**config.mk**
```make
export PLATFORM = sky130hd
export DESIGN_NAME = iopfs_top
export DESIGN_NICKNAME = d
export VERILOG_FILES = /design/src/iopfs_pkg.sv /design/src/iopfs_top.sv
export SDC_FILE = /design/constraint.sdc
export NUM_CORES = 1
export LEC_CHECK = 0
export ABC_CLOCK_PERIOD_IN_PS = 2900
export BUFFER_PORTS_ARGS = -buffer_cell sky130_fd_sc_hd__buf_2
export CORE_MARGIN = 2
export CORE_UTILIZATION = 51
export CTS_BUF_LIST = sky130_fd_sc_hd__clkbuf_2 sky130_fd_sc_hd__clkbuf_4 sky130_fd_sc_hd__clkbuf_8
export DETAILED_ROUTE_END_ITERATION = 12
export PLACE_DENSITY_LB_ADDON = 0.1
export SLEW_MARGIN = 30
export SYNTH_ARGS = -nofsm -noshare
export SYNTH_HDL_FRONTEND = slang
export SYNTH_SLANG_ARGS = --single-unit
```
**constraint.sdc**
```tcl
create_clock -name I_REF_CLK -period 2.9 [get_ports I_REF_CLK]
set_clock_uncertainty 0.15 [all_clocks]
set_input_delay 0.435 -clock I_REF_CLK [delete_from_list [all_inputs] [get_ports I_REF_CLK]]
set_output_delay 0.435 -clock I_REF_CLK [all_outputs]
set_load 0.01 [all_outputs]
```
**src/iopfs_pkg.sv**
```systemverilog
// Constants for the I/O pin function select block
`default_nettype none
package iopfs_pkg;
   // Wishbone geometry
   localparam int ADR_W = 10;
   localparam int DAT_W = 32;
   localparam int REG_W = 8;
   localparam int PIN_N = 7;
   // Register indices; byte address is four times the index
   localparam logic [7:0] IDX_LVDS_GPIO = 8'h4d;
   localparam logic [7:0] IDX_CLK_SEL = 8'h4e;
   localparam logic [7:0] IDX_TRIM_SPI = 8'h4f;
   localparam logic [7:0] IDX_CLK_OE = 8'h51;
   // Values after reset
   localparam logic [7:0] RST_LVDS_GPIO = 8'h66;
   localparam logic [7:0] RST_CLK_SEL = 8'h00;
   localparam logic [7:0] RST_TRIM_SPI = 8'h05;
   localparam logic [7:0] RST_CLK_OE = 8'h00;
   // Writable bits; reserved bits are never stored
   localparam logic [7:0] WMASK_LVDS_GPIO = 8'hff;
   localparam logic [7:0] WMASK_CLK_SEL = 8'h7f;
   localparam logic [7:0] WMASK_TRIM_SPI = 8'hff;
   localparam logic [7:0] WMASK_CLK_OE = 8'h03;
   // Field positions in lvds_and_gpio_select
   localparam int POS_LVDS_TX_EN = 7;
   // Field positions in clock_output_select
   localparam int POS_PIN6_CLOCK_OUT_SELECT = 6;
   localparam int POS_PIN5_CLOCK_OUT_SELECT = 5;
   localparam int POS_EXTCLK_SEL = 4;
   localparam int POS_LVDS_CUR_HI = 3;
   localparam int POS_LVDS_CUR_LO = 2;
   localparam int POS_LVDS_BIAS_HI = 1;
   // Field positions in trim_and_spi_pin_select
   localparam int POS_OSC_TRIM_HI = 7;
   localparam int POS_OSC_TRIM_LO = 3;
   localparam int POS_PIN3_SERIAL_SELECT = 2;
   localparam int POS_SYNC_SRC_SEL = 1;
   localparam int POS_PIN1_SERIAL_SELECT = 0;
   // Field positions in clock_output_enable
   localparam int POS_PIN6_CLOCK_OUT_DRIVE_ENABLE = 1;
   localparam int POS_PIN5_CLOCK_OUT_DRIVE_ENABLE = 0;
   // Whole state of the block
   typedef struct packed {
      logic [7:0] lvds_gpio;
      logic [7:0] clk_sel;
      logic [7:0] trim_spi;
      logic [7:0] clk_oe;
      logic [6:0] pin_meta;
      logic [6:0] pin_sync;
      logic ack;
      logic [7:0] rdat;
      logic [6:0] io_out;
      logic [6:0] io_oe;
      logic [6:0] gpio_in;
      logic sd2_in;
      logic start_sync;
      logic extclk;
   } iopfs_state_t;
endpackage
`default_nettype wire

```
**src/iopfs_top.sv**
```systemverilog
// I/O pin function select: registers on Wishbone and the pin multiplexer
//
// What this block does
// - LVDS transmit off leaves LVDS high-Z; GPIO select and clock output enables govern pin 5/6 CMOS buffers.
// - LVDS transmit on disables the CMOS output buffers on pins 5 and 6.
// - Seven-bit GPIO select, bit n for pin n, 1 means GPIO, resets 0x66.
// - A set GPIO select bit overrides every other output function of that pin, except the LVDS transmit disable on pins 5 and 6.
// - Pin 6 clock output: transceiver clock two at 0, clock unit clock at 1.
// - Pin 5 clock output: transceiver clock one at 0, clock unit clock at 1.
// - External clock is taken from pin 6 at 0 and pin 5 at 1.
// - Pin 6 clock output drives only when its enable bit is 1; resets 0.
// - Pin 5 clock output drives only when its enable bit is 1; resets 0.
// - Pin 3 serial select acts only while pin 3 GPIO bit is 0.
// - Pin 3: sync output always driven at 0, serial data line two at 1.
// - Pin 1 (serial select, trim/SPI bit 0): sync output at 0, second slave select at 1; resets 1.
// - Start-sync input comes from pin 1 at 0 and pin 3 at 1.
// - Five-bit signed oscillator trim is held and passed out; 0 is nominal.
// - Reserved bits of clock select and output enable read zero, are written zero.
// - LVDS current and bias trim codes go unchanged to the driver; 00 is zero current.
//
// Register access over Wishbone was decided locally.
`timescale 1ns/1ps
`default_nettype none
module iopfs_top (
   input wire logic I_REF_CLK,
   input wire logic I_RST_B,
   input wire logic I_WB_CYC,
   input wire logic I_WB_STB,
   input wire logic I_WB_WE,
   input wire logic [iopfs_pkg::ADR_W-1:0] I_WB_ADR,
   input wire logic [iopfs_pkg::DAT_W-1:0] I_WB_DAT,
   input wire logic [3:0] I_WB_SEL,
   output logic [iopfs_pkg::DAT_W-1:0] O_WB_DAT,
   output logic O_WB_ACK,
   input wire logic [iopfs_pkg::PIN_N-1:0] I_IO_IN,
   output logic [iopfs_pkg::PIN_N-1:0] O_IO_OUT,
   output logic [iopfs_pkg::PIN_N-1:0] O_IO_OE,
   input wire logic [iopfs_pkg::PIN_N-1:0] I_GPIO_OUT,
   input wire logic [iopfs_pkg::PIN_N-1:0] I_GPIO_OE,
   output logic [iopfs_pkg::PIN_N-1:0] O_GPIO_IN,
   input wire logic [2:0] I_ALT_OUT,
   input wire logic [2:0] I_ALT_OE,
   input wire logic I_TRX_CLKOUT_1,
   input wire logic I_TRX_CLKOUT_2,
   input wire logic I_CMU_CLKOUT,
   input wire logic I_TRX_SYNC_OUT,
   input wire logic I_SERIAL_DATA_LINE_TWO_OUT,
   input wire logic I_SERIAL_DATA_LINE_TWO_OE,
   output logic O_SERIAL_DATA_LINE_TWO_IN,
   input wire logic I_SECOND_SLAVE_SELECT_OUTPUT,
   output logic O_TRX_START_SYNC_IN,
   output logic O_EXTCLK,
   output logic O_LVDS_TX_EN,
   output logic [1:0] O_LVDS_DRIVE_CURRENT,
   output logic [1:0] O_LVDS_BIAS_TRIM,
   output logic [4:0] O_OSC_TRIM
);

   ////////////////////////////////////////////////////////////////////////////////
   // Helpers

   function automatic logic reg_hit(input logic [iopfs_pkg::ADR_W-1:0] adr,
                                    input logic [7:0] idx);
      reg_hit = (adr[iopfs_pkg::ADR_W-1:2] == idx);
   endfunction

   function automatic logic [7:0] masked_write(input logic [7:0] old_val,
                                               input logic [7:0] new_val,
                                               input logic [7:0] mask);
      masked_write = (new_val & mask) | (old_val & ~mask);
   endfunction

   iopfs_pkg::iopfs_state_t st_q;
   iopfs_pkg::iopfs_state_t st_d;

   logic bus_req;
   logic wr_now;
   logic lvds_on;
   logic [6:0] gsel;

   assign bus_req = I_WB_CYC & I_WB_STB;
   // Write lands on the edge where the master samples ack high
   assign wr_now = bus_req & I_WB_WE & st_q.ack & I_WB_SEL[0];
   assign lvds_on = st_q.lvds_gpio[iopfs_pkg::POS_LVDS_TX_EN];
   assign gsel = st_q.lvds_gpio[6:0];

   ////////////////////////////////////////////////////////////////////////////////
   // Next state

   always_comb begin
      st_d = st_q;
      // Pin inputs cross through two flops
      st_d.pin_meta = I_IO_IN;
      st_d.pin_sync = st_q.pin_meta;

      // Bus slave: one wait state, ack for one cycle
      st_d.ack = bus_req & ~st_q.ack;
      if (bus_req & ~st_q.ack) begin
         if (reg_hit(I_WB_ADR, iopfs_pkg::IDX_LVDS_GPIO)) begin
            st_d.rdat = st_q.lvds_gpio;
         end else if (reg_hit(I_WB_ADR, iopfs_pkg::IDX_CLK_SEL)) begin
            st_d.rdat = st_q.clk_sel;
         end else if (reg_hit(I_WB_ADR, iopfs_pkg::IDX_TRIM_SPI)) begin
            st_d.rdat = st_q.trim_spi;
         end else if (reg_hit(I_WB_ADR, iopfs_pkg::IDX_CLK_OE)) begin
            st_d.rdat = st_q.clk_oe;
         end else begin
            st_d.rdat = 8'h00;
         end
      end

      if (wr_now) begin
         if (reg_hit(I_WB_ADR, iopfs_pkg::IDX_LVDS_GPIO)) begin
            st_d.lvds_gpio = masked_write(st_q.lvds_gpio, I_WB_DAT[7:0],
                                          iopfs_pkg::WMASK_LVDS_GPIO);
         end
         if (reg_hit(I_WB_ADR, iopfs_pkg::IDX_CLK_SEL)) begin
            st_d.clk_sel = masked_write(st_q.clk_sel, I_WB_DAT[7:0],
                                        iopfs_pkg::WMASK_CLK_SEL);
         end
         if (reg_hit(I_WB_ADR, iopfs_pkg::IDX_TRIM_SPI)) begin
            st_d.trim_spi = masked_write(st_q.trim_spi, I_WB_DAT[7:0],
                                         iopfs_pkg::WMASK_TRIM_SPI);
         end
         if (reg_hit(I_WB_ADR, iopfs_pkg::IDX_CLK_OE)) begin
            st_d.clk_oe = masked_write(st_q.clk_oe, I_WB_DAT[7:0],
                                       iopfs_pkg::WMASK_CLK_OE);
         end
      end

      // Other functions of each pin
      st_d.io_out[0] = I_ALT_OUT[0];
      st_d.io_oe[0] = I_ALT_OE[0];
      st_d.io_out[1] = st_q.trim_spi[iopfs_pkg::POS_PIN1_SERIAL_SELECT] ?
                       I_SECOND_SLAVE_SELECT_OUTPUT : I_TRX_SYNC_OUT;
      st_d.io_oe[1] = 1'b1;
      st_d.io_out[2] = I_ALT_OUT[1];
      st_d.io_oe[2] = I_ALT_OE[1];
      if (st_q.trim_spi[iopfs_pkg::POS_PIN3_SERIAL_SELECT]) begin
         st_d.io_out[3] = I_SERIAL_DATA_LINE_TWO_OUT;
         st_d.io_oe[3] = I_SERIAL_DATA_LINE_TWO_OE;
      end else begin
         st_d.io_out[3] = I_TRX_SYNC_OUT;
         st_d.io_oe[3] = 1'b1;
      end
      st_d.io_out[4] = I_ALT_OUT[2];
      st_d.io_oe[4] = I_ALT_OE[2];
      st_d.io_out[5] = st_q.clk_sel[iopfs_pkg::POS_PIN5_CLOCK_OUT_SELECT] ?
                       I_CMU_CLKOUT : I_TRX_CLKOUT_1;
      st_d.io_oe[5] = st_q.clk_oe[iopfs_pkg::POS_PIN5_CLOCK_OUT_DRIVE_ENABLE];
      st_d.io_out[6] = st_q.clk_sel[iopfs_pkg::POS_PIN6_CLOCK_OUT_SELECT] ?
                       I_CMU_CLKOUT : I_TRX_CLKOUT_2;
      st_d.io_oe[6] = st_q.clk_oe[iopfs_pkg::POS_PIN6_CLOCK_OUT_DRIVE_ENABLE];

      for (int i = 0; i < iopfs_pkg::PIN_N; i++) begin
         if (gsel[i]) begin
            st_d.io_out[i] = I_GPIO_OUT[i];
            st_d.io_oe[i] = I_GPIO_OE[i];
         end
      end
      if (lvds_on) begin
         st_d.io_oe[5] = 1'b0;
         st_d.io_oe[6] = 1'b0;
      end

      // Inputs toward the core
      st_d.gpio_in = st_q.pin_sync;
      st_d.sd2_in = st_q.pin_sync[3];
      st_d.start_sync = st_q.trim_spi[iopfs_pkg::POS_SYNC_SRC_SEL] ?
                        st_q.pin_sync[3] : st_q.pin_sync[1];
      st_d.extclk = st_q.clk_sel[iopfs_pkg::POS_EXTCLK_SEL] ?
                    st_q.pin_sync[5] : st_q.pin_sync[6];
   end

   ////////////////////////////////////////////////////////////////////////////////
   // State register

   always_ff @(posedge I_REF_CLK or negedge I_RST_B) begin
      if (!I_RST_B) begin
         st_q <= '0;
         st_q.lvds_gpio <= iopfs_pkg::RST_LVDS_GPIO;
         st_q.clk_sel <= iopfs_pkg::RST_CLK_SEL;
         st_q.trim_spi <= iopfs_pkg::RST_TRIM_SPI;
         st_q.clk_oe <= iopfs_pkg::RST_CLK_OE;
      end else begin
         st_q <= st_d;
      end
   end

   ////////////////////////////////////////////////////////////////////////////////
   // Outputs

   assign O_WB_DAT = {24'h000000, st_q.rdat};
   assign O_WB_ACK = st_q.ack;
   assign O_IO_OUT = st_q.io_out;
   assign O_IO_OE = st_q.io_oe;
   assign O_GPIO_IN = st_q.gpio_in;
   assign O_SERIAL_DATA_LINE_TWO_IN = st_q.sd2_in;
   assign O_TRX_START_SYNC_IN = st_q.start_sync;
   assign O_EXTCLK = st_q.extclk;
   assign O_LVDS_TX_EN = lvds_on;
   assign O_LVDS_DRIVE_CURRENT = st_q.clk_sel[iopfs_pkg::POS_LVDS_CUR_HI:
                                             iopfs_pkg::POS_LVDS_CUR_LO];
   assign O_LVDS_BIAS_TRIM = st_q.clk_sel[iopfs_pkg::POS_LVDS_BIAS_HI:0];
   assign O_OSC_TRIM = st_q.trim_spi[iopfs_pkg::POS_OSC_TRIM_HI:iopfs_pkg::POS_OSC_TRIM_LO];
endmodule // iopfs_top
`default_nettype wire

```
== Word-level counts from Yosys, hierarchy flattened ==
Index checks and enable logic that the tools add are counted.

* Bitwise gates (word level): 8
* Multiplexer cells: 26
* Equal/unequal tests: 4
* Reduce and logical (&&, ||, !) cells: 4

{| class="wikitable"
|+ Operators with widths
! cell !! number
|-
| equality test 8 x 7 -> 1 bit (second input constant) || 4
|-
| 2-to-1 mux 8 bit || 4
|-
| 2-to-1 mux 1 bit || 21
|-
| bitwise OR 2 x 8 -> 8 bit || 1
|-
| bitwise OR 7 x 8 -> 8 bit || 1
|-
| AND reduction 2 bit || 4
|-
| bitwise AND 1 bit || 5
|-
| 2-to-1 mux 2 bit || 1
|-
| NOT 1 bit || 1
|}

* Bits in registers: 79
* Input port bits: 85

== Logic depth before layout (Yosys ltp) ==
* Depth after elaboration: 5
* Gate-level depth with buffers: 5

== Worst setup path before layout ==
No wires, ideal clock.

* Kind: input port to flip-flop
* Start: in I_WB_ADR[7] (netlist bit)
* End: reg st_q[47] (netlist bit)
* Setup time: 0.125 ns
* Required time: 2.625 ns
* Arrival: 1.741 ns
* Stages: 4
* Slack: 0.885 ns
* Path buffers: 0
* Cells stage by stage: or4b_1 > nor4b_2 > and2b_1 > mux2_2

* Longest elaborated chain between the ends: 2

{| class="wikitable"
|+ Ends and longest elaborated chain
! element !! RTL line !! source
|-
| from (decl) || iopfs_top.sv:30 || <nowiki>input wire logic [iopfs_pkg::ADR_W-1:0] I_WB_ADR,</nowiki>
|-
| equality test 8 x 7 -> 1 bit || iopfs_top.sv:64 || <nowiki>reg_hit = (adr[iopfs_pkg::ADR_W-1:2] == idx);</nowiki>
|-
| AND reduction 2 bit (no source line) || - ||
|-
| to (signal assigned) || iopfs_top.sv:186 || <nowiki>st_q <= st_d;</nowiki>
|-
| to (decl) || iopfs_top.sv:73 || <nowiki>iopfs_pkg::iopfs_state_t st_q;</nowiki>
|}

Every way passes these cells.
A chain may end at the register's enable or synchronous reset.

== Worst setup path after layout ==
* Start: in I_WB_ADR[9] (netlist bit)
* End: reg st_q (netlist bit gsel[3])

The elaborated chain is that of the path after synthesis.

==> impl_metrics.tcl <==
set metrics [dict create \
    status "complete, no violations" \
    ys_types 34 \
    path_max_fanout 9 \
    grt_pass1_vias 1758 \
    ys_seq_elements 71 \
    yosys-top-cells-area "dfrtp_1, buf_4, mux2_2, dfstp_2, mux2i_1" \
    die_area_um2 6820 \
    reg2reg_setup_slack_ns 0.85 \
    yosysWarnings 0 \
    ant_nets 0 \
    cp-start-kind "input port" \
    io_buffers 98 \
    io-pin-count 152 \
    final_common_cell "buf_2" \
    power_density_nw_per_um2 567 \
    finalPower_mw 2.05 \
    finalCritPeriodShare 0.719 \
    crit_chain "buf_2, nand4b_1, or3_1, nor3_4, mux2_2" \
    max_stage_delay_ns 0.56 \
    setup_viol 0 \
    cts_root_buf "clkbuf_8" \
    path_clk_slew_ns 0.08 \
    area_growth_syn_to_layout_pct 14.6 \
    synth_flop_cell "dfrtp_1" \
    vias_per_cell 4.80 \
    clock_path_buffers 2 \
    post_cts_resize_count 0 \
    hold_start "I_IO_IN[0]" \
    num_antenna_cells 0 \
    cts_tree "yes" \
    cts.sinks 71 \
    timing.final.ws_setup_ns 0.815 \
    layout.nets 396 \
    slew_viol_final 0 \
    avgSynthCellArea_um2 13.0 \
    synthCells 242 \
    clock_latency_ns 0.34 \
    gp_congestion 0.747 \
    grt_pass1_wl_um 8670 \
    p_leak_nw 1.86 \
    worstMarginPinSlew_ns 0.556 \
    yosysTopAreaCell "dfrtp_1" \
    tns_ns 0 \
    final_cell_mix "buf_2, dfrtp_1, mux2_2" \
    core-area_um2 5960 \
    grtUsageTotal 0.177 \
    critPathLaunch "I_WB_ADR[9]" \
    synth_area_um2 3150 \
    grt_start_max_net_pins 72 \
    fmax_ghz 0.480 \
    vias 1876 \
    drc 0 \
    die_w_um 82.6 \
    die_h_um 82.6 \
    cts_buffers 9 \
    hold_viol_final 0 \
    synth_top_area_frac 0.516 \
    hp-class "in2reg" \
    dpl_worst_slack_ns 0.457 \
    dr.pass1.iters 4 \
    rsz0062_at_grt "false" \
    cap_violations 0 \
    period_needed_ns 2.08 \
    r2r_cells 4 \
    r2r_start "O_WB_ACK$_DFF_PN0_" \
    synthArstFlopShare 1.00 \
    initial_core_util 0.529 \
    utilization 0.606 \
    h-tree-depth 3 \
    endpoint_kind "flop" \
    cp.required_ns 2.97 \
    critPathKind "in2reg" \
    grt_overflow 0 \
    drt_iter0_drc 48 \
    wirelength_um 5740 \
    grt_antenna_before_repair 0 \
    rows 28 \
    worstHoldPathCells 1 \
    drive_above_1_share 0.519 \
    slew_headroom 0.628 \
    synth-edff-count 0 \
    ir_drop_mv 0.347 \
    wire_per_inst_um 14.7 \
    arrival_ns 2.16 \
    ys_seq_area_frac 0.566 \
    slowest_stage "nor3_4" \
    dp_hpwl_um 4000 \
]
==> sequential cells by signal, summed over array words and instances, names as in the netlist <==
name,cells
O_LVDS_TX_EN,1
O_LVDS_BIAS_TRIM,2
O_GPIO_IN,7
O_IO_OUT,7
st_q,8
O_LVDS_DRIVE_CURRENT,2
O_EXTCLK,1
O_WB_DAT,8
O_TRX_START_SYNC_IN,1
O_WB_ACK,1
O_IO_OE,7
O_OSC_TRIM,5
gsel,7
st_d,14
==> through the flow <==
stage / hold slack (ns) / area [µm²] / std cells
6_report: 0.0450 / 3610 / 391
5_1_grt: 0.0218 / 3610 / 391
4_1_cts: 0.0257 / 3570 / 389
3_5_place_dp: 0.186 / 3350 / 373
3_3_place_gp: 0.182 / 3350 / 373
2_1_floorplan: -0.0106 / 3240 / 265
==> cell usage after synthesis, types with 2 or more instances <==
cell / n
nor3_4: 2
mux2_2: 37
inv_1: 2
o31ai_1: 2
o21ai_0: 13
a21o_1: 2
nor2_1: 2
nand2b_1: 2
dfrtp_1: 65
mux2i_1: 7
dfstp_2: 6
a2bb2oi_1: 2
nand2_1: 12
buf_4: 63
a22oi_1: 5
clkbuf_1: 2
==> routing by layer <==
layer,vias to the layer above,routed length (µm),global-route usage
li1,889,-,-
met1,903,2470,0.233
met2,75,2800,0.277
met3,9,372,0.0380
met4,0,96,0.0934
met5,-,0,0
==> timing repair <==
item                      CTS  global route
hold buffers                0             1
hold endpoints to repair    0            17
setup buffers               0             0
==> logic make-up after synthesis <==
group / after synthesis / share of synthesized area
multiplexers: 45 / 0.158
flip-flops: 71 / 0.566
AND/OR/NAND/NOR: 31 / 0.0659
other: 1 / 0.00119
AO/OA/AOI/OAI: 26 / 0.0520
buffers and inverters: 68 / 0.156
==> power by group <==
| part | switching (mW) | internal, mW | total, mW |
|---|---|---|---|
| clock | 0.397 | 0.493 | 0.890 |
| sequential | 0.00756 | 1.01 | 1.02 |
| combinational | 0.0793 | 0.0563 | 0.136 |
==> critical path, delay by kind of cell <==
family                 cells  cell delay, ns
buffers and inverters      1            0.10
multiplexers               1            0.39
AND/OR/NAND/NOR            3            1.23
==> final cells by class <==
class                   instances  area, µm²
flip-flops and latches         71       1780
repair buffers                101        538
clock inverters                 7        103
well taps                      75       93.8
fillers                       515       2350
clock buffers                   9        124
multi-input cells             126        960
inverters                       2       7.51
==> worst paths after layout <==
check / to
worst min-delay path: st_d[33]$_DFF_PN0_
min in group asynchronous: O_GPIO_IN[4]$_DFF_PN0_
worst max-delay path: gsel[3]$_DFFE_PN0P_
worst max register to register: gsel[3]$_DFFE_PN0P_
worst min register to register: st_d[2]$_DFF_PN0_
max in group asynchronous: gsel[2]$_DFFE_PN1P_
Power figures use the tool's default switching activity.
